## config.mk

```make
export PLATFORM = sky130hd
export DESIGN_NAME = ascs_top
export DESIGN_NICKNAME = d
export VERILOG_FILES = /design/src/core/ascs_pkg.sv /design/src/core/ascs_sync.sv /design/src/core/ascs_top.sv
export SDC_FILE = /design/constraint.sdc
export NUM_CORES = 1
export LEC_CHECK = 0
export ABC_AREA = 1
export BUFFER_PORTS_ARGS = -buffer_cell sky130_fd_sc_hd__buf_2
export CAP_MARGIN = 20
export CORE_MARGIN = 5
export CORE_UTILIZATION = 50
export DETAILED_ROUTE_END_ITERATION = 10
export GPL_ROUTABILITY_DRIVEN = 0
export PLACE_DENSITY = 0.68
export SLEW_MARGIN = 20
export SYNTH_ARGS = -nofsm -noshare
export SYNTH_HDL_FRONTEND = slang
export SYNTH_SLANG_ARGS = --single-unit
```

## constraint.sdc

```tcl
create_clock -name sys_clk -period 11.9 [get_ports sys_clk]
set_input_delay 2.38 -clock sys_clk [delete_from_list [all_inputs] [get_ports sys_clk]]
set_output_delay 2.38 -clock sys_clk [all_outputs]
set_load 0.02 [all_outputs]
```

## src/core/ascs_pkg.sv

```systemverilog
// Purpose: constants and types of the amplifier software-control sequencer
// Assumes: sys_clk at 40 MHz; the control port is a two-wire serial slave
// Notes: offsets are control port register addresses
`default_nettype none
package ascs_pkg;

  localparam int SYS_CLK_NS      = 25;
  // Longest allowed gap between bit clock edges before a clock fault
  localparam int SCLK_TIMEOUT_NS = 1000;
  localparam int CLK_FAULT_CYC   = SCLK_TIMEOUT_NS / SYS_CLK_NS;
  localparam logic [5:0] CLK_FAULT_LIM = 6'(CLK_FAULT_CYC);

  localparam logic [1:0] SW_MODE_PAT = 2'h3;
  localparam logic [1:0] STRAP_WAIT  = 2'h3;

  localparam logic [7:0] REG_CTRL  = 8'h01;
  localparam logic [7:0] REG_VOL   = 8'h04;
  localparam logic [7:0] REG_MUTE  = 8'h07;
  localparam logic [7:0] REG_FAULT = 8'h08;
  localparam logic [7:0] REG_CLIP2 = 8'h10;
  localparam logic [7:0] REG_CLIP1 = 8'h11;
  localparam logic [7:0] REG_CLIP3 = 8'h12;

  localparam logic [7:0] CTRL_RST  = 8'h01;
  localparam logic [7:0] VOL_RST   = 8'h80;
  localparam logic [7:0] MUTE_RST  = 8'h00;
  localparam logic [1:0] FCFG_RST  = 2'h0;
  localparam logic [7:0] CLIP2_RST = 8'hff;
  localparam logic [7:0] CLIP1_RST = 8'hfc;
  localparam logic [5:0] CLIP3_RST = 6'h3f;

  localparam int CTRL_RUN_BIT  = 0;
  localparam int MUTE_BIT      = 0;
  localparam int FAULT_THR_LSB = 4;
  localparam int FAULT_THR_MSB = 5;
  localparam int FAULT_CLK_BIT = 3;
  localparam int CLIP1_LSB     = 2;
  localparam int CLIP1_MSB     = 7;

  // Synchroniser lanes
  localparam int SY_SCL  = 0;
  localparam int SY_SDA  = 1;
  localparam int SY_SCLK = 2;
  localparam int SY_SDN  = 3;
  localparam int SY_FLT  = 4;
  localparam int SY_GAIN = 7;
  localparam int SY_ADR  = 9;
  localparam int SYNC_W  = 10;

  localparam logic [3:0] I2C_BITS = 4'h8;
  localparam logic [3:0] RD_LAST  = 4'h7;

  typedef enum logic [8:0] {
    I2C_IDLE = 9'h001,
    I2C_ADDR = 9'h002,
    I2C_AACK = 9'h004,
    I2C_PTR  = 9'h008,
    I2C_PACK = 9'h010,
    I2C_WDAT = 9'h020,
    I2C_WACK = 9'h040,
    I2C_RDAT = 9'h080,
    I2C_RACK = 9'h100
  } ascs_i2c_t;

  typedef enum logic [2:0] {
    PWR_SD    = 3'h1,
    PWR_RUN   = 3'h2,
    PWR_FAULT = 3'h4
  } ascs_pwr_t;

endpackage
`default_nettype wire

```

## src/core/ascs_sync.sv

```systemverilog
// Purpose: two-flop synchroniser for pins from outside the sys_clk domain
// Assumes: each lane is an independent level
// Notes: first stage feeds only the second stage
`timescale 1ns/1ps
`default_nettype none
module ascs_sync #(
  parameter int W = 1
) (
  // Clock and reset
  input  wire logic         clk,
  input  wire logic         rst,
  // Lanes
  input  wire logic [W-1:0] d,
  output var  logic [W-1:0] q
);

  logic [W-1:0] meta;

  for (genvar i = 0; i < W; i++) begin : g_lane
    always_ff @(posedge clk or posedge rst) begin
      if (rst) begin
        meta[i] <= 1'b0;
        q[i]    <= 1'b0;
      end else begin
        meta[i] <= d[i];
        q[i]    <= meta[i];
      end
    end
  end

endmodule
`default_nettype wire

```

## src/core/ascs_top.sv

```systemverilog
// Purpose: software-control bring-up, shutdown, faults and clipper level
// Assumes: control port is a two-wire serial slave with open-drain data
// Notes: hardware-control mode is not handled; the amplifier stays off
`timescale 1ns/1ps
`default_nettype none
module ascs_top #(
  // Upper six address bits; value is arbitrary
  parameter logic [5:0] DEV_ADDR_HI = 6'h15
) (
  // Clock and reset
  input  wire logic        sys_clk,
  input  wire logic        rst,
  // Straps
  input  wire logic [1:0]  gain_select_pins,
  input  wire logic        addr_select_pin,
  // Shutdown pin and audio bit clock
  input  wire logic        amp_shutdown_n,
  input  wire logic        link_bit_clk,
  // Two-wire control port
  input  wire logic        ctl_scl,
  input  wire logic        ctl_sda_in,
  output logic             ctl_sda_out,
  output logic             ctl_sda_oe,
  // Fault detectors
  input  wire logic        overcurrent_det,
  input  wire logic        output_dc_det,
  input  wire logic        overtemp_det,
  // Amplifier controls and status
  output logic             amp_active,
  output logic             amp_mute,
  output logic [19:0]      clip_threshold_level,
  output logic [7:0]       volume_level,
  output logic             overcurrent_fault,
  output logic             output_dc_fault,
  output logic             overtemp_fault,
  output logic             clock_fault
);

  logic [ascs_pkg::SYNC_W-1:0] sy;
  logic [2:0] det;
  logic       sd_pin, scl_s, sda_s, scl_d, sda_d, sclk_d;
  logic       start_c, stop_c, scl_rise, scl_fall, sclk_edge;

  ascs_sync #(.W(ascs_pkg::SYNC_W)) u_sync (
    .clk (sys_clk),
    .rst (rst),
    .d   ({addr_select_pin, gain_select_pins, overtemp_det, output_dc_det,
           overcurrent_det, amp_shutdown_n, link_bit_clk, ctl_sda_in,
           ctl_scl}),
    .q   (sy)
  );

  assign scl_s  = sy[ascs_pkg::SY_SCL];
  assign sda_s  = sy[ascs_pkg::SY_SDA];
  assign sd_pin = sy[ascs_pkg::SY_SDN];
  assign det    = sy[ascs_pkg::SY_FLT +: 3];

  always_ff @(posedge sys_clk or posedge rst) begin
    if (rst) begin
      // Match the synchroniser's reset level so no false edge follows
      scl_d  <= 1'b0;
      sda_d  <= 1'b0;
      sclk_d <= 1'b0;
    end else begin
      scl_d  <= scl_s;
      sda_d  <= sda_s;
      sclk_d <= sy[ascs_pkg::SY_SCLK];
    end
  end

  assign start_c   = scl_s && scl_d && sda_d && !sda_s;
  assign stop_c    = scl_s && scl_d && !sda_d && sda_s;
  assign scl_rise  = scl_s && !scl_d;
  assign scl_fall  = !scl_s && scl_d;
  assign sclk_edge = sy[ascs_pkg::SY_SCLK] != sclk_d;

  // Straps are caught once, a few cycles after reset release
  logic [1:0] strap_cnt, next_strap_cnt;
  logic       strap_done, next_strap_done, sw_mode, next_sw_mode;
  logic       adr_bit, next_adr_bit;

  always_comb begin
    next_strap_cnt  = strap_cnt;
    next_strap_done = strap_done;
    next_sw_mode    = sw_mode;
    next_adr_bit    = adr_bit;
    if (!strap_done) begin
      next_strap_cnt = strap_cnt + 2'h1;
      if (strap_cnt == ascs_pkg::STRAP_WAIT) begin
        next_strap_done = 1'b1;
        next_sw_mode = sy[ascs_pkg::SY_GAIN +: 2] == ascs_pkg::SW_MODE_PAT;
        next_adr_bit = sy[ascs_pkg::SY_ADR];
      end
    end
  end

  always_ff @(posedge sys_clk or posedge rst) begin
    if (rst) begin
      strap_cnt  <= 2'h0;
      strap_done <= 1'b0;
      sw_mode    <= 1'b0;
      adr_bit    <= 1'b0;
    end else begin
      strap_cnt  <= next_strap_cnt;
      strap_done <= next_strap_done;
      sw_mode    <= next_sw_mode;
      adr_bit    <= next_adr_bit;
    end
  end

  // Control port slave
  ascs_pkg::ascs_i2c_t i2c_st, next_i2c_st;
  logic [3:0] bit_cnt, next_bit_cnt;
  logic [7:0] shreg, next_shreg, reg_ptr, next_reg_ptr, rd_mux;
  logic [7:0] wr_addr, next_wr_addr, wr_data, next_wr_data;
  logic       wr_en, next_wr_en, sda_oe_r, next_sda_oe, rd_ack, next_rd_ack;

  always_comb begin
    next_i2c_st  = i2c_st;
    next_bit_cnt = bit_cnt;
    next_shreg   = shreg;
    next_reg_ptr = reg_ptr;
    next_wr_addr = wr_addr;
    next_wr_data = wr_data;
    next_wr_en   = 1'b0;
    next_sda_oe  = sda_oe_r;
    next_rd_ack  = rd_ack;
    if (start_c) begin
      next_i2c_st  = ascs_pkg::I2C_ADDR;
      next_bit_cnt = 4'h0;
      next_sda_oe  = 1'b0;
    end else if (stop_c) begin
      next_i2c_st = ascs_pkg::I2C_IDLE;
      next_sda_oe = 1'b0;
    end else begin
      case (i2c_st)
        ascs_pkg::I2C_ADDR, ascs_pkg::I2C_PTR, ascs_pkg::I2C_WDAT: begin
          if (scl_rise) begin
            next_shreg   = {shreg[6:0], sda_s};
            next_bit_cnt = bit_cnt + 4'h1;
          end else if (scl_fall && bit_cnt == ascs_pkg::I2C_BITS) begin
            next_bit_cnt = 4'h0;
            next_sda_oe  = 1'b1;
            if (i2c_st == ascs_pkg::I2C_ADDR) begin
              if (shreg[7:1] == {DEV_ADDR_HI, adr_bit} && sw_mode) begin
                next_i2c_st = ascs_pkg::I2C_AACK;
                next_rd_ack = shreg[0];
              end else begin
                next_i2c_st = ascs_pkg::I2C_IDLE;
                next_sda_oe = 1'b0;
              end
            end else if (i2c_st == ascs_pkg::I2C_PTR) begin
              next_reg_ptr = shreg;
              next_i2c_st  = ascs_pkg::I2C_PACK;
            end else begin
              next_wr_en   = 1'b1;
              next_wr_addr = reg_ptr;
              next_wr_data = shreg;
              next_reg_ptr = reg_ptr + 8'h01;
              next_i2c_st  = ascs_pkg::I2C_WACK;
            end
          end
        end
        ascs_pkg::I2C_AACK: begin
          if (scl_fall) begin
            if (rd_ack) begin
              next_i2c_st = ascs_pkg::I2C_RDAT;
              next_shreg  = rd_mux;
              next_sda_oe = !rd_mux[7];
            end else begin
              next_i2c_st = ascs_pkg::I2C_PTR;
              next_sda_oe = 1'b0;
            end
          end
        end
        ascs_pkg::I2C_PACK, ascs_pkg::I2C_WACK: begin
          if (scl_fall) begin
            next_i2c_st = ascs_pkg::I2C_WDAT;
            next_sda_oe = 1'b0;
          end
        end
        ascs_pkg::I2C_RDAT: begin
          if (scl_fall) begin
            if (bit_cnt == ascs_pkg::RD_LAST) begin
              next_i2c_st  = ascs_pkg::I2C_RACK;
              next_sda_oe  = 1'b0;
              next_bit_cnt = 4'h0;
              next_reg_ptr = reg_ptr + 8'h01;
            end else begin
              next_shreg   = {shreg[6:0], 1'b0};
              next_sda_oe  = !shreg[6];
              next_bit_cnt = bit_cnt + 4'h1;
            end
          end
        end
        ascs_pkg::I2C_RACK: begin
          // Master ack keeps reading; nack ends the transfer
          if (scl_rise) begin
            next_rd_ack = !sda_s;
          end else if (scl_fall) begin
            if (rd_ack) begin
              next_i2c_st = ascs_pkg::I2C_RDAT;
              next_shreg  = rd_mux;
              next_sda_oe = !rd_mux[7];
            end else begin
              next_i2c_st = ascs_pkg::I2C_IDLE;
            end
          end
        end
        default: begin
          next_i2c_st = ascs_pkg::I2C_IDLE;
          next_sda_oe = 1'b0;
        end
      endcase
    end
  end

  always_ff @(posedge sys_clk or posedge rst) begin
    if (rst) begin
      i2c_st   <= ascs_pkg::I2C_IDLE;
      bit_cnt  <= 4'h0;
      shreg    <= 8'h00;
      reg_ptr  <= 8'h00;
      wr_addr  <= 8'h00;
      wr_data  <= 8'h00;
      wr_en    <= 1'b0;
      sda_oe_r <= 1'b0;
      rd_ack   <= 1'b0;
    end else begin
      i2c_st   <= next_i2c_st;
      bit_cnt  <= next_bit_cnt;
      shreg    <= next_shreg;
      reg_ptr  <= next_reg_ptr;
      wr_addr  <= next_wr_addr;
      wr_data  <= next_wr_data;
      wr_en    <= next_wr_en;
      sda_oe_r <= next_sda_oe;
      rd_ack   <= next_rd_ack;
    end
  end

  assign ctl_sda_oe  = sda_oe_r;
  assign ctl_sda_out = 1'b0;

  // Register file; writes land in any power state
  logic [7:0] ctrl, next_ctrl, vol, next_vol, mute, next_mute;
  logic [7:0] clip2, next_clip2, clip1, next_clip1;
  logic [5:0] clip3, next_clip3;
  logic [1:0] fcfg, next_fcfg;
  logic [19:0] thr_stored;

  always_comb begin
    next_ctrl  = ctrl;
    next_vol   = vol;
    next_mute  = mute;
    next_clip2 = clip2;
    next_clip1 = clip1;
    next_clip3 = clip3;
    next_fcfg  = fcfg;
    if (wr_en) begin
      case (wr_addr)
        ascs_pkg::REG_CTRL:  next_ctrl  = wr_data;
        ascs_pkg::REG_VOL:   next_vol   = wr_data;
        ascs_pkg::REG_MUTE:  next_mute  = wr_data;
        ascs_pkg::REG_CLIP2: next_clip2 = wr_data;
        ascs_pkg::REG_CLIP1: next_clip1 = wr_data;
        ascs_pkg::REG_CLIP3: next_clip3 = wr_data[5:0];
        ascs_pkg::REG_FAULT: begin
          next_fcfg = wr_data[ascs_pkg::FAULT_THR_MSB:ascs_pkg::FAULT_THR_LSB];
        end
        default: next_ctrl = ctrl;
      endcase
    end
  end

  always_ff @(posedge sys_clk or posedge rst) begin
    if (rst) begin
      ctrl  <= ascs_pkg::CTRL_RST;
      vol   <= ascs_pkg::VOL_RST;
      mute  <= ascs_pkg::MUTE_RST;
      clip2 <= ascs_pkg::CLIP2_RST;
      clip1 <= ascs_pkg::CLIP1_RST;
      clip3 <= ascs_pkg::CLIP3_RST;
      fcfg  <= ascs_pkg::FCFG_RST;
    end else begin
      ctrl  <= next_ctrl;
      vol   <= next_vol;
      mute  <= next_mute;
      clip2 <= next_clip2;
      clip1 <= next_clip1;
      clip3 <= next_clip3;
      fcfg  <= next_fcfg;
    end
  end

  assign thr_stored = {clip3, clip2,
                       clip1[ascs_pkg::CLIP1_MSB:ascs_pkg::CLIP1_LSB]};

  always_comb begin
    case (reg_ptr)
      ascs_pkg::REG_CTRL:  rd_mux = ctrl;
      ascs_pkg::REG_VOL:   rd_mux = vol;
      ascs_pkg::REG_MUTE:  rd_mux = mute;
      ascs_pkg::REG_CLIP2: rd_mux = clip2;
      ascs_pkg::REG_CLIP1: rd_mux = clip1;
      ascs_pkg::REG_CLIP3: rd_mux = {2'h0, clip3};
      ascs_pkg::REG_FAULT: rd_mux = {2'h0, fcfg, clock_fault,
                                     overcurrent_fault, output_dc_fault,
                                     overtemp_fault};
      default:             rd_mux = 8'h00;
    endcase
  end

  // Power sequencing, faults and clock watch
  ascs_pkg::ascs_pwr_t pwr_st, next_pwr_st;
  logic [2:0] flt, next_flt;
  logic [5:0] idle_cnt, next_idle_cnt;
  logic       run_en, next_clk_fault, next_active;
  logic [19:0] next_clip_out;

  always_comb begin
    next_flt = det | (flt & {3{sd_pin}});
    if (sclk_edge) begin
      next_idle_cnt = 6'h00;
    end else if (idle_cnt == ascs_pkg::CLK_FAULT_LIM) begin
      next_idle_cnt = idle_cnt;
    end else begin
      next_idle_cnt = idle_cnt + 6'h01;
    end
    next_clk_fault = next_idle_cnt == ascs_pkg::CLK_FAULT_LIM;
    run_en = sw_mode && sd_pin && ctrl[ascs_pkg::CTRL_RUN_BIT];
    next_pwr_st = pwr_st;
    case (pwr_st)
      ascs_pkg::PWR_SD: begin
        if (run_en && flt == 3'h0) next_pwr_st = ascs_pkg::PWR_RUN;
      end
      ascs_pkg::PWR_RUN: begin
        if (!run_en) next_pwr_st = ascs_pkg::PWR_SD;
        else if (flt != 3'h0) next_pwr_st = ascs_pkg::PWR_FAULT;
      end
      ascs_pkg::PWR_FAULT: begin
        if (!sd_pin) next_pwr_st = ascs_pkg::PWR_SD;
      end
      default: next_pwr_st = ascs_pkg::PWR_SD;
    endcase
    next_active = next_pwr_st == ascs_pkg::PWR_RUN && !next_clk_fault;
    // frozen while running, taken up in shutdown
    if (pwr_st == ascs_pkg::PWR_RUN) begin
      next_clip_out = clip_threshold_level;
    end else begin
      next_clip_out = thr_stored;
    end
  end

  always_ff @(posedge sys_clk or posedge rst) begin
    if (rst) begin
      pwr_st               <= ascs_pkg::PWR_SD;
      flt                  <= 3'h0;
      idle_cnt             <= 6'h00;
      clock_fault          <= 1'b0;
      amp_active           <= 1'b0;
      amp_mute             <= 1'b1;
      clip_threshold_level <= {ascs_pkg::CLIP3_RST, ascs_pkg::CLIP2_RST,
                               ascs_pkg::CLIP1_RST[7:2]};
      volume_level         <= ascs_pkg::VOL_RST;
    end else begin
      pwr_st               <= next_pwr_st;
      flt                  <= next_flt;
      idle_cnt             <= next_idle_cnt;
      clock_fault          <= next_clk_fault;
      amp_active           <= next_active;
      amp_mute             <= mute[ascs_pkg::MUTE_BIT] || !next_active;
      clip_threshold_level <= next_clip_out;
      volume_level         <= vol;
    end
  end

  assign overcurrent_fault = flt[0];
  assign output_dc_fault   = flt[1];
  assign overtemp_fault    = flt[2];
endmodule
`default_nettype wire

```

==> run_results.csv, run 1 <==
group,metric,value,unit
critical_path,r2r-start,"u_sync.q[0]",
critical_path,cp_data_arrival_time,4.00,ns
detailed_routing,drt-total-wl,16910,um
sta,rsz0062_at_grt,"no",
clocking,htree_levels,4,
power_and_ir_drop,ir_worst_vdd,125.8,uV
critical_path,endpoint_kind,"asynchronous set/reset pin",
logic_synthesis,synth_mux_area_share,0.2765,%
logic_synthesis,synth_seq_area_share,55.07,%
floorplan,fp.coreArea,15150,um^2
sta,holdWs,0.3468,ns
power_and_ir_drop,power_leakage,4.244,nW
critical_path,worstSetupStartpoint,"rst",
global_route,grt_start_max_net_pins,88,
global_route,grt_pass1_vias,5716,
clocking,ctsResizeCount,0,
logic_synthesis,ys_ff_latch,167,
critical_path,path_max_fanout,87,
clocking,cts.sinks,167,
sta,min_period,3.581,ns
floorplan,fp.dieH,134.0,um
critical_path,rr_endpoint,"wr_addr[5]",
placement,hpwl,11950,um
hold_path,worstHoldPathType,"reg2reg",
critical_path,startpoint_type,"input pin",
logic_synthesis,synth_compound_area_share,9.125,%
detailed_routing,drt_pass1_iterations,5,
floorplan,rows,45,
logic_synthesis,synth-simple-area-share,27.21,%
floorplan,io_pins,48,
critical_path,crit_required,12.32,ns
global_route,antenna_found_initial,0,
logic_synthesis,synth_edf_count,0,
layout,final_nets,986,
sta,relSlewSlack,35.49,%
detailed_routing,routed-via-count,5999,
floorplan,start_util,50.79,%
sta,final_hold_viol_count,0,
logic_synthesis,syn_nets,935,
power_and_ir_drop,p_per_area,141.5,nW/um^2
clocking,numCtsBuffers,17,
global_route,grt_pass1_wl,28060,um
layout,drive_gt1_share,17.59,%
logic_synthesis,synth_area_per_cell,8.416,um^2
sta,fin_skew,0.01025,ns
run_status,status,"completed",
sta,drv_slew,0,
logic_synthesis,postSynthCellCount,914,
floorplan,die_area,17970,um^2
sta,final-setup-viol-count,0,
clocking,postCtsHoldBufs,0,
layout,fillers,1367,
clocking,cts-root-buf,"clkbuf_16",
clocking,cts_tree,"yes",
clocking,postCtsSetupRepairBufs,0,
detailed_routing,route.detailed.drc,0,
global_route,track_usage,19.65,%
clocking,insertion_delay,0.43,ns
hold_path,min_to,"u_sync.q[8]",
clocking,clkSlewWorstSetupHoldPaths,0.06,ns
global_route,grt_remaining_overflow,0,
detailed_routing,drtAntennaViolNets,0,
detailed_routing,wl_per_cell,14.50,um
layout,multi_input_area,3025,um^2
sta,worstMarginPinSlew,0.9676,ns
logic_synthesis,synth_top_family_by_area,"simple AND/OR/NAND/NOR gates",
logic_synthesis,synth_fa_ha_area_share,1.464,%
floorplan,dieWidth,134.0,um
detailed_routing,first_iter_violations,412,
sta,fin_tns_setup,0,ns
layout,seq_area,4237,um^2
logic_synthesis,ys_warn_count,0,
sta,fin_crit_sh,30.09,%
detailed_routing,routed_via_density,5.145,
placement,portBuffers,46,
logic_synthesis,yosys_most_used_dff,"dfrtp_1",
hold_path,whs_path_depth,0,
job,cap_violations,0,
logic_synthesis,syn_area,7692,um^2
logic_synthesis,async_flop_share,100.0,%
layout,area_growth,13.50,%
critical_path,rrSetupSlack,9.71,ns
clocking,ctsLongestPathBuffers,2,
hold_path,hp-start,"u_sync.meta[8]",
layout,diodes,0,
logic_synthesis,yosys.area_share.xor_xnor,1.139,%
logic_synthesis,synth_cell_types,41,
sta,max_freq,279.3,MHz
critical_path,worstSetupPathType,"in2async",
critical_path,r2r_cells,8,
[metal layers]
layer,GRT usage (%),wire (um)
met5,0,0
met3,3.601,849
met4,6.448,266
met2,31.75,8093
met1,27.09,7697
[worst max-delay path by stage]
stage	end	slack [ns]	cells after the start
global route	volume_level[3]	7.98	3
CTS	u_sync.q[3]	8.24	3
global placement	u_sync.meta[6]	7.78	3
floorplan	adr_bit	5.08	1
finish	u_sync.q[3]	8.32	3
detailed placement	idle_cnt[3]	7.76	3
[cell type report]
class / count / area share, %
Sequential cell: 167 / 48.52
Multi-Input combinational cell: 636 / 34.65
Tap cell: 188 / 2.694
Clock inverter: 6 / 0.8312
Inverter: 95 / 4.142
Clock buffer: 26 / 6.349
Timing Repair Buffer: 48 / 2.809
[registers in the layout, indices dropped and copies added (netlist names), 3 cells and up]
| name | cells |
|---|---|
| bit_cnt | 4 |
| clip1 | 8 |
| clip2 | 8 |
| clip3 | 6 |
| clip_threshold_level | 20 |
| ctrl | 8 |
| flt | 3 |
| i2c_st | 9 |
| idle_cnt | 6 |
| mute | 8 |
| pwr_st | 3 |
| reg_ptr | 8 |
| shreg | 8 |
| u_sync.meta | 10 |
| u_sync.q | 10 |
| vol | 8 |
| volume_level | 8 |
| wr_addr | 8 |
| wr_data | 8 |
[synth_stat cells (3+ instances only)]
library cell | instances | area [um^2]
dfrtp_1 | 121 | 3028
o21ai_1 | 21 | 105.1
a21oi_1 | 16 | 80.08
xor2_1 | 8 | 70.07
buf_2 | 3 | 15.01
ha_1 | 9 | 112.6
nor2_1 | 82 | 307.8
a21o_1 | 3 | 22.52
o21ai_0 | 87 | 435.4
nor2_4 | 5 | 56.30
inv_2 | 5 | 18.77
clkbuf_1 | 10 | 37.54
nor3_1 | 12 | 60.06
nand2_4 | 5 | 56.30
inv_1 | 90 | 337.8
dfstp_2 | 46 | 1209
nand2_2 | 10 | 62.56
nor2_2 | 12 | 75.07
nand2_1 | 285 | 1070
nand4_1 | 6 | 37.54
nand3_2 | 4 | 40.04
o22ai_1 | 3 | 18.77
nand3_1 | 47 | 235.2
nor4_1 | 3 | 18.77
[metrics by stage]
stage / cells / setup slack, ns / utilization, % / power, W / area, um^2
after global routing: 1166 / 7.984 / 57.65 / 0.001278 / 8731
final: 1166 / 8.319 / 57.65 / 0.001235 / 8731
after floorplan: 914 / 5.078 / - / 0.0006506 / 7692
after detailed placement: 1134 / 7.759 / 53.51 / 0.0006705 / 8104
after CTS: 1166 / 8.240 / 57.65 / 0.001245 / 8731
after global placement: 1134 / 7.775 / 53.51 / 0.0006684 / 8104
[power breakdown]
| part | leakage [nW] | switching [W] | internal (W) | total (W) |
|---|---|---|---|---|
| Sequential | 2.08 | 0.0000153 | 0.000583 | 0.000598 |
| Combinational | 1.85 | 0.0000430 | 0.0000189 | 0.0000619 |
| Clock | 0.308 | 0.000228 | 0.000347 | 0.000575 |
[logic make-up (layout without fill, tap and decap cells)]
family / after synthesis / in the layout
adder cells (fa/ha/maj): 9 / 9
other: 1 / 1
AO/OA/AOI/OAI: 135 / 135
multiplexers: 2 / 2
AND/OR/NAND/NOR: 479 / 479
buffers and inverters: 111 / 175
flip-flops: 167 / 167
XOR/XNOR: 10 / 10
[critical path, cell delays in order]
cell and delay [ns]:
buf_2 0.12, inv_6 0.52, buf_4 0.86
[layout by cell type, fill, tap and decap left out, types with 2 or more instances in the layout]
| cell type | Yosys | layout |
|---|---|---|
| nand3_1 | 47 | 47 |
| buf_2 | 3 | 46 |
| a21oi_1 | 16 | 16 |
| xor2_1 | 8 | 8 |
| inv_1 | 90 | 89 |
| o21ai_0 | 87 | 87 |
| nor2_2 | 12 | 12 |
| dfrtp_1 | 121 | 121 |
| nand2_4 | 5 | 5 |
| o22ai_1 | 3 | 3 |
| nand2_1 | 285 | 285 |
| nor3_2 | 2 | 3 |
| a21o_1 | 3 | 3 |
| nand2_2 | 10 | 10 |
| nor2_1 | 82 | 82 |
| ha_1 | 9 | 9 |
| nor4_1 | 3 | 3 |
| nand3_2 | 4 | 4 |
| buf_4 | 2 | 2 |
| or2_2 | 2 | 2 |
| o21ai_1 | 21 | 21 |
| inv_2 | 5 | 5 |
| nand4_1 | 6 | 6 |
| nor3_1 | 12 | 11 |
| dfstp_2 | 46 | 46 |
| inv_6 | 0 | 3 |
| clkbuf_16 | 0 | 21 |
| xnor2_1 | 2 | 2 |
| nor2_4 | 5 | 5 |
| clkbuf_1 | 10 | 4 |
(Power assumes the default switching activity.)
==> inputs of run 2 (changes only) <==
Settings changed: PLACE_DENSITY 0.68 to 0.7.
Clock period 11.9 ns to 3.2 ns, I/O delays scaled along.
==> run 2 against run 1 <==
Effect of this change:
- setup slack lost 7.2 ns
- count of clock-buffer cells in the layout shrank 7
- worst hold slack lost 0.041 ns
- sequential cell count is the same
- first-iteration DRC count grew 46%
- die area is the same
- via count grew 1.8%
- clock skew grew 0.0055 ns
- non-clock buffer count grew 4
- global-route usage grew 0.49 points
- critical endpoint is now wr_addr[6]
- largest cell class unchanged
==> run_results.csv, run 2 (same netlist as run 1, synthesis figures left out) <==
group,metric,value,unit
layout,diodes,0,
detailed_routing,wl_per_cell,14.58,um
clocking,clkSlewWorstSetupHoldPaths,0.07,ns
global_route,grt_util_met2,31.67,%
layout,final_common_cell,"nand2_1",
clocking,ctsResizeCount,0,
hold_path,worstHoldPathType,"in2reg",
floorplan,io_pins,48,
clocking,htree_levels,4,
sta,fin_tns_setup,0,ns
detailed_routing,drt_pass1_iterations,5,
critical_path,crit_required,3.50,ns
sta,worstMarginPinSlew,0.7866,ns
power_and_ir_drop,p_per_area,509.3,nW/um^2
sta,max_freq,483.7,MHz
detailed_routing,drt-total-wl,17060,um
sta,fin_skew,0.01574,ns
sta,final-setup-viol-count,0,
layout,largestRegisters,"clip_threshold_level x20, u_sync.meta x10, u_sync.q x10",
layout,area_growth,13.61,%
sta,fin_crit_sh,64.61,%
detailed_routing,drtAntennaViolNets,0,
global_route,track_usage,20.14,%
critical_path,worstSetupPathType,"reg2reg",
critical_path,slowest_delay,0.59,ns
run_status,status,"completed",
floorplan,die_area,17970,um^2
sta,rsz0062_at_grt,"no",
global_route,grt_pass1_wl,28970,um
clocking,ctsLongestPathBuffers,2,
global_route,use_met3,4.726,%
detailed_routing,routed-via-count,6108,
layout,final_cell_mix,"nand2_1 (285), dfrtp_1 (121), inv_1 (89), o21ai_0 (87), nor2_1 (82)",
layout,largest_reg_flops,20,
clocking,cts.sinks,167,
clocking,cts-root-buf,"clkbuf_16",
global_route,grt_start_max_net_pins,45,
clocking,cts_tree,"yes",
floorplan,rows,45,
critical_path,r2r_cells,8,
floorplan,start_util,50.79,%
clocking,postCtsHoldBufs,0,
global_route,grt_pass1_vias,5868,
sta,drv_slew,0,
layout,final_nets,990,
critical_path,path_cells,"inv_1 > nand2_1 > inv_1 > nand4_1 > nor2_4 > inv_2 > nand2_1 > o21ai_0",
clocking,insertion_delay,0.44,ns
critical_path,rrSetupSlack,1.13,ns
job,cap_violations,0,
detailed_routing,first_iter_violations,600,
global_route,grt_busiest_layer,"met2",
detailed_routing,routed_via_density,5.221,
placement,hpwl,12200,um
power_and_ir_drop,ir_worst_vdd,422.0,uV
power_and_ir_drop,power_leakage,4.240,nW
layout,fillers,1347,
layout,largest_register,"clip_threshold_level",
hold_path,whs_path_depth,1,
layout,drive_gt1_share,18.02,%
critical_path,cp_data_arrival_time,2.37,ns
clocking,numCtsBuffers,17,
critical_path,cp_slowest_cell,"nor2_4",
critical_path,path_max_fanout,27,
global_route,grt_remaining_overflow,0,
sta,relSlewSlack,47.45,%
critical_path,startpoint_type,"flop",
floorplan,dieWidth,134.0,um
clocking,postCtsSetupRepairBufs,0,
floorplan,fp.dieH,134.0,um
global_route,use_met1,28.10,%
critical_path,endpoint_kind,"flop",
detailed_routing,route.detailed.drc,0,
global_route,antenna_found_initial,0,
floorplan,fp.coreArea,15150,um^2
placement,portBuffers,46,
sta,final_hold_viol_count,0,
sta,holdWs,0.3062,ns
sta,min_period,2.068,ns
[run 2: worst paths after layout]
check	from	end
worst min-delay path	overtemp_det	u_sync.meta[6]
worst max-delay path	u_sync.q[0]	wr_addr[6]
min in group asynchronous	rst	u_sync.meta[2]
max in group asynchronous	rst	clip_threshold_level[16]
worst min register to register	u_sync.meta[6]	u_sync.q[6]
worst max register to register	u_sync.q[0]	wr_addr[6]
[run 2: layout make-up]
| cell class | instances | area (um^2) | share of cell area [%] |
|---|---|---|---|
| clock buffers | 19 | 432.9 | 4.953 |
| multi-input cells | 636 | 3025 | 34.62 |
| well taps | 188 | 235.2 | 2.691 |
| clock inverters | 13 | 136.4 | 1.560 |
| repair buffers | 52 | 312.8 | 3.579 |
| inverters | 95 | 360.3 | 4.123 |
| flip-flops and latches | 167 | 4237 | 48.48 |
[run 2: stage by stage]
stage	area [um^2]	utilization, %	cells	power (W)	setup slack, ns
floorplan	7696	-	914	0.002420	0.4708
global placement	8170	53.94	1138	0.002497	1.219
detailed placement	8170	53.94	1138	0.002502	1.169
CTS	8740	57.70	1170	0.004503	1.156
global route	8740	57.70	1170	0.004632	0.9441
finish	8740	57.70	1170	0.004451	1.132
[run 2: where the power goes]
group,leakage [nW],switching (W),total [W],internal [W]
registers,2.08,0.0000602,0.00223,0.00217
clock network,0.276,0.000890,0.00199,0.00109
logic,1.88,0.000162,0.000239,0.0000779
[run 2: critical path: cells and delay by family (launching register included)]
family / cells / cell delay (ns)
AOI/OAI and AO/OA: 1 / 0.07
DFF: 1 / 0.41
buffers and inverters: 3 / 0.35
and+or+nand+nor: 4 / 1.11
[run 2: per-layer routing]
metal / part of all wire [%] / up-vias
met5: 0 / -
met4: 1.6 / 0
li1: - / 3026
met2: 47 / 156
met1: 46 / 2903
met3: 5.2 / 23
==> inputs of run 3 (changes only) <==
Settings changed: ABC_AREA 1 to 0, PLACE_DENSITY 0.7 to 0.68.
Clock period 3.2 ns to 2.1 ns, I/O delays scaled along.
==> run 3 against run 2 <==
Effect of this change:
- the run now ends with negative setup slack left
- utilization up 7.8 points
- die area down 1.6%
- critical path type unchanged
- cell area up 13%
- area after synthesis down 1.7%
- total power up 48%
- via count down 6.9%
- global-route usage up 1.3 points
- setup slack worse by 1.4 ns
- combinational power down 16%
- sequential power up 48%
- non-clock buffer count up 102
- clock power up 56%
==> run_results.csv, run 3 <==
group,metric,value,unit
run_status,status,"finished, violations left",
run_status,violations,"negative setup slack",
job,cap_violations,0,
global_route,track_usage,21.48,%
logic_synthesis,yosys.area_share.xor_xnor,1.274,%
critical_path,endpoint_kind,"flop",
logic_synthesis,netlist.area_leader.share,40.05,%
global_route,grt_start_max_net_pins,72,
detailed_routing,drtAntennaViolNets,0,
logic_synthesis,synth_mux_area_share,15.29,%
critical_path,crit_required,2.42,ns
placement,hpwl,12790,um
sta,final_hold_viol_count,0,
logic_synthesis,async_flop_share,100.0,%
logic_synthesis,synth-simple-area-share,12.41,%
logic_synthesis,synth_area_leaders,"dfrtp_1 (40%), dfstp_2 (16%), mux2_2 (14%)",
power_and_ir_drop,p_per_area,670.2,nW/um^2
detailed_routing,drt_pass1_iterations,5,
layout,drive_gt1_share,51.48,%
detailed_routing,route.detailed.drc,0,
logic_synthesis,synth_compound_area_share,10.77,%
layout,largest_reg_flops,20,
critical_path,rrSetupSlack,-0.22,ns
layout,largest_register,"clip_threshold_level",
global_route,grt_pass1_wl,30260,um
layout,fillers,1049,
logic_synthesis,synth_area_per_cell,12.21,um^2
global_route,antenna_found_initial,0,
floorplan,die_area,17680,um^2
sta,min_period,2.323,ns
layout,final_cell_mix,"dfrtp_1 (116), buf_4 (85), mux2_2 (75), dfstp_2 (46), buf_2 (46)",
power_and_ir_drop,ir_worst_vdd,621.9,uV
logic_synthesis,synth_edf_count,0,
logic_synthesis,synth_top_family_by_area,"multiplexers",
sta,rsz0062_at_grt,"yes",
logic_synthesis,postSynthCellCount,619,
clocking,numCtsBuffers,17,
sta,holdWs,0.08780,ns
layout,area_growth,30.21,%
floorplan,fp.dieH,133.0,um
sta,final-setup-viol-count,31,
clocking,cts.sinks,167,
logic_synthesis,synth_seq_area_share,56.04,%
sta,relSlewSlack,58.71,%
sta,setup_ws,-0.2229,ns
floorplan,start_util,50.29,%
layout,largestRegisters,"clip_threshold_level x20, u_sync.meta x10, u_sync.q x10",
critical_path,cp_data_arrival_time,2.64,ns
detailed_routing,routed_via_density,5.880,
logic_synthesis,synth_common_cells,"dfrtp_1 (121), mux2_2 (91), dfstp_2 (46)",
layout,fin_util,65.48,%
detailed_routing,drt-total-wl,19340,um
critical_path,startpoint_type,"flop",
logic_synthesis,ys_warn_count,0,
sta,drv_slew,0,
clocking,ctsLongestPathBuffers,2,
logic_synthesis,synth_cell_types,73,
clocking,cts-root-buf,"clkbuf_16",
sta,fin_skew,0.006636,ns
critical_path,path_max_fanout,4,
floorplan,io_pins,48,
logic_synthesis,post-synth-top-area-cell,"dfrtp_1",
floorplan,rows,45,
floorplan,fp.coreArea,15030,um^2
power_and_ir_drop,power_leakage,4.469,nW
sta,worstMarginPinSlew,0.6137,ns
logic_synthesis,yosys_most_used_dff,"dfrtp_1",
logic_synthesis,post-synth-top-count-cell,"dfrtp_1",
layout,final_common_cell,"dfrtp_1",
global_route,grt_pass1_vias,5966,
floorplan,dieWidth,133.0,um
sta,max_freq,430.5,MHz
global_route,grt_remaining_overflow,0,
logic_synthesis,ys_ff_latch,167,
layout,final_nets,787,
clocking,clkSlewWorstSetupHoldPaths,0.07,ns
sta,fin_crit_sh,110.6,%
layout,diodes,0,
logic_synthesis,syn_area,7560,um^2
clocking,insertion_delay,0.43,ns
detailed_routing,wl_per_cell,20.00,um
detailed_routing,first_iter_violations,419,
logic_synthesis,syn_nets,640,
hold_path,worstHoldPathType,"in2reg",
critical_path,worstSetupPathType,"reg2reg",
detailed_routing,routed-via-count,5686,
logic_synthesis,synth_fa_ha_area_share,1.490,%
clocking,cts_tree,"yes",
clocking,htree_levels,4,
placement,portBuffers,46,
run 3: final timing paths:
check | to | from | cells after the start
hold reg to reg | u_sync.q[3] | u_sync.meta[3] | 0
hold / removal | u_sync.meta[2] | link_bit_clk | 1
max in group asynchronous | i2c_st[0] | rst | 4
setup reg to reg | ctl_sda_oe | i2c_st[5] | 7
setup / recovery | ctl_sda_oe | i2c_st[5] | 7
min in group asynchronous | ctrl[7] | rst | 3
run 3: layout make-up:
class,instances,area [um^2],share of cell area (%)
Multi-Input combinational cell,406,3498,35.54
Sequential cell,167,4243,43.10
Clock buffer,18,429.2,4.360
Inverter,20,78.83,0.8008
Timing Repair Buffer,154,1210,12.29
Clock inverter,14,148.9,1.513
Tap cell,188,235.2,2.390
run 3: cell families (layout without fill, tap and decap cells):
kind of cell | after synthesis | count (layout)
multiplexers | 104 | 104
AO/OA/AOI/OAI | 116 | 116
buffers and inverters | 46 | 206
XOR/XNOR | 11 | 11
other | 1 | 1
flip-flops | 167 | 167
AND/OR/NAND/NOR | 165 | 165
adder cells (fa/ha/maj) | 9 | 9
run 3: timing repair:
action                     in CTS  in global routing
buffers inserted                6                 15
pin swaps                       3                 15
hold endpoints to repair       12                  0
gates cloned                    1                  2
hold buffers                    1                  0
setup endpoints to repair      40                 47
gates resized for setup        25                 75
run 3: routing by layer:
metal / part of all wire (%) / GRT usage [%] / wire, um / vias up
met4: 2.4 / 10.68 / 460 / 0
li1: - / - / - / 2559
met2: 50 / 34.57 / 9713 / 166
met5: 0 / 0 / 0 / -
met1: 43 / 28.17 / 8324 / 2921
met3: 4.3 / 3.688 / 841 / 40
run 3: critical path, cell delays in order (launching register included):
cell	delay (ns)
dfrtp_1	0.38
or3_4	0.41
buf_4	0.17
nor4_1	0.53
nand2_1	0.22
a21oi_1	0.23
a221o_1	0.21
a21oi_2	0.06
run 3: metrics by stage:
stage               setup WS [ns]  instance area (um^2)  setup TNS, ns  std cells  total power (W)
floorplan                 -0.4092                  7600         -49.62        619         0.003461
global placement         -0.04262                  8617       -0.07677        910         0.003532
detailed placement        -0.1412                  8617         -1.650        910         0.003545
CTS                      -0.08420                  9361        -0.4497        950         0.006635
global route              -0.2694                  9843         -4.475        967         0.006814
finish                    -0.2229                  9843         -2.214        967         0.006597
run 3: power breakdown:
| part | internal (W) | switching, W | leakage (nW) |
|---|---|---|---|
| sequential | 0.00326 | 0.0000344 | 2.08 |
| combinational | 0.0000688 | 0.000132 | 2.11 |
| clock | 0.00176 | 0.00134 | 0.280 |
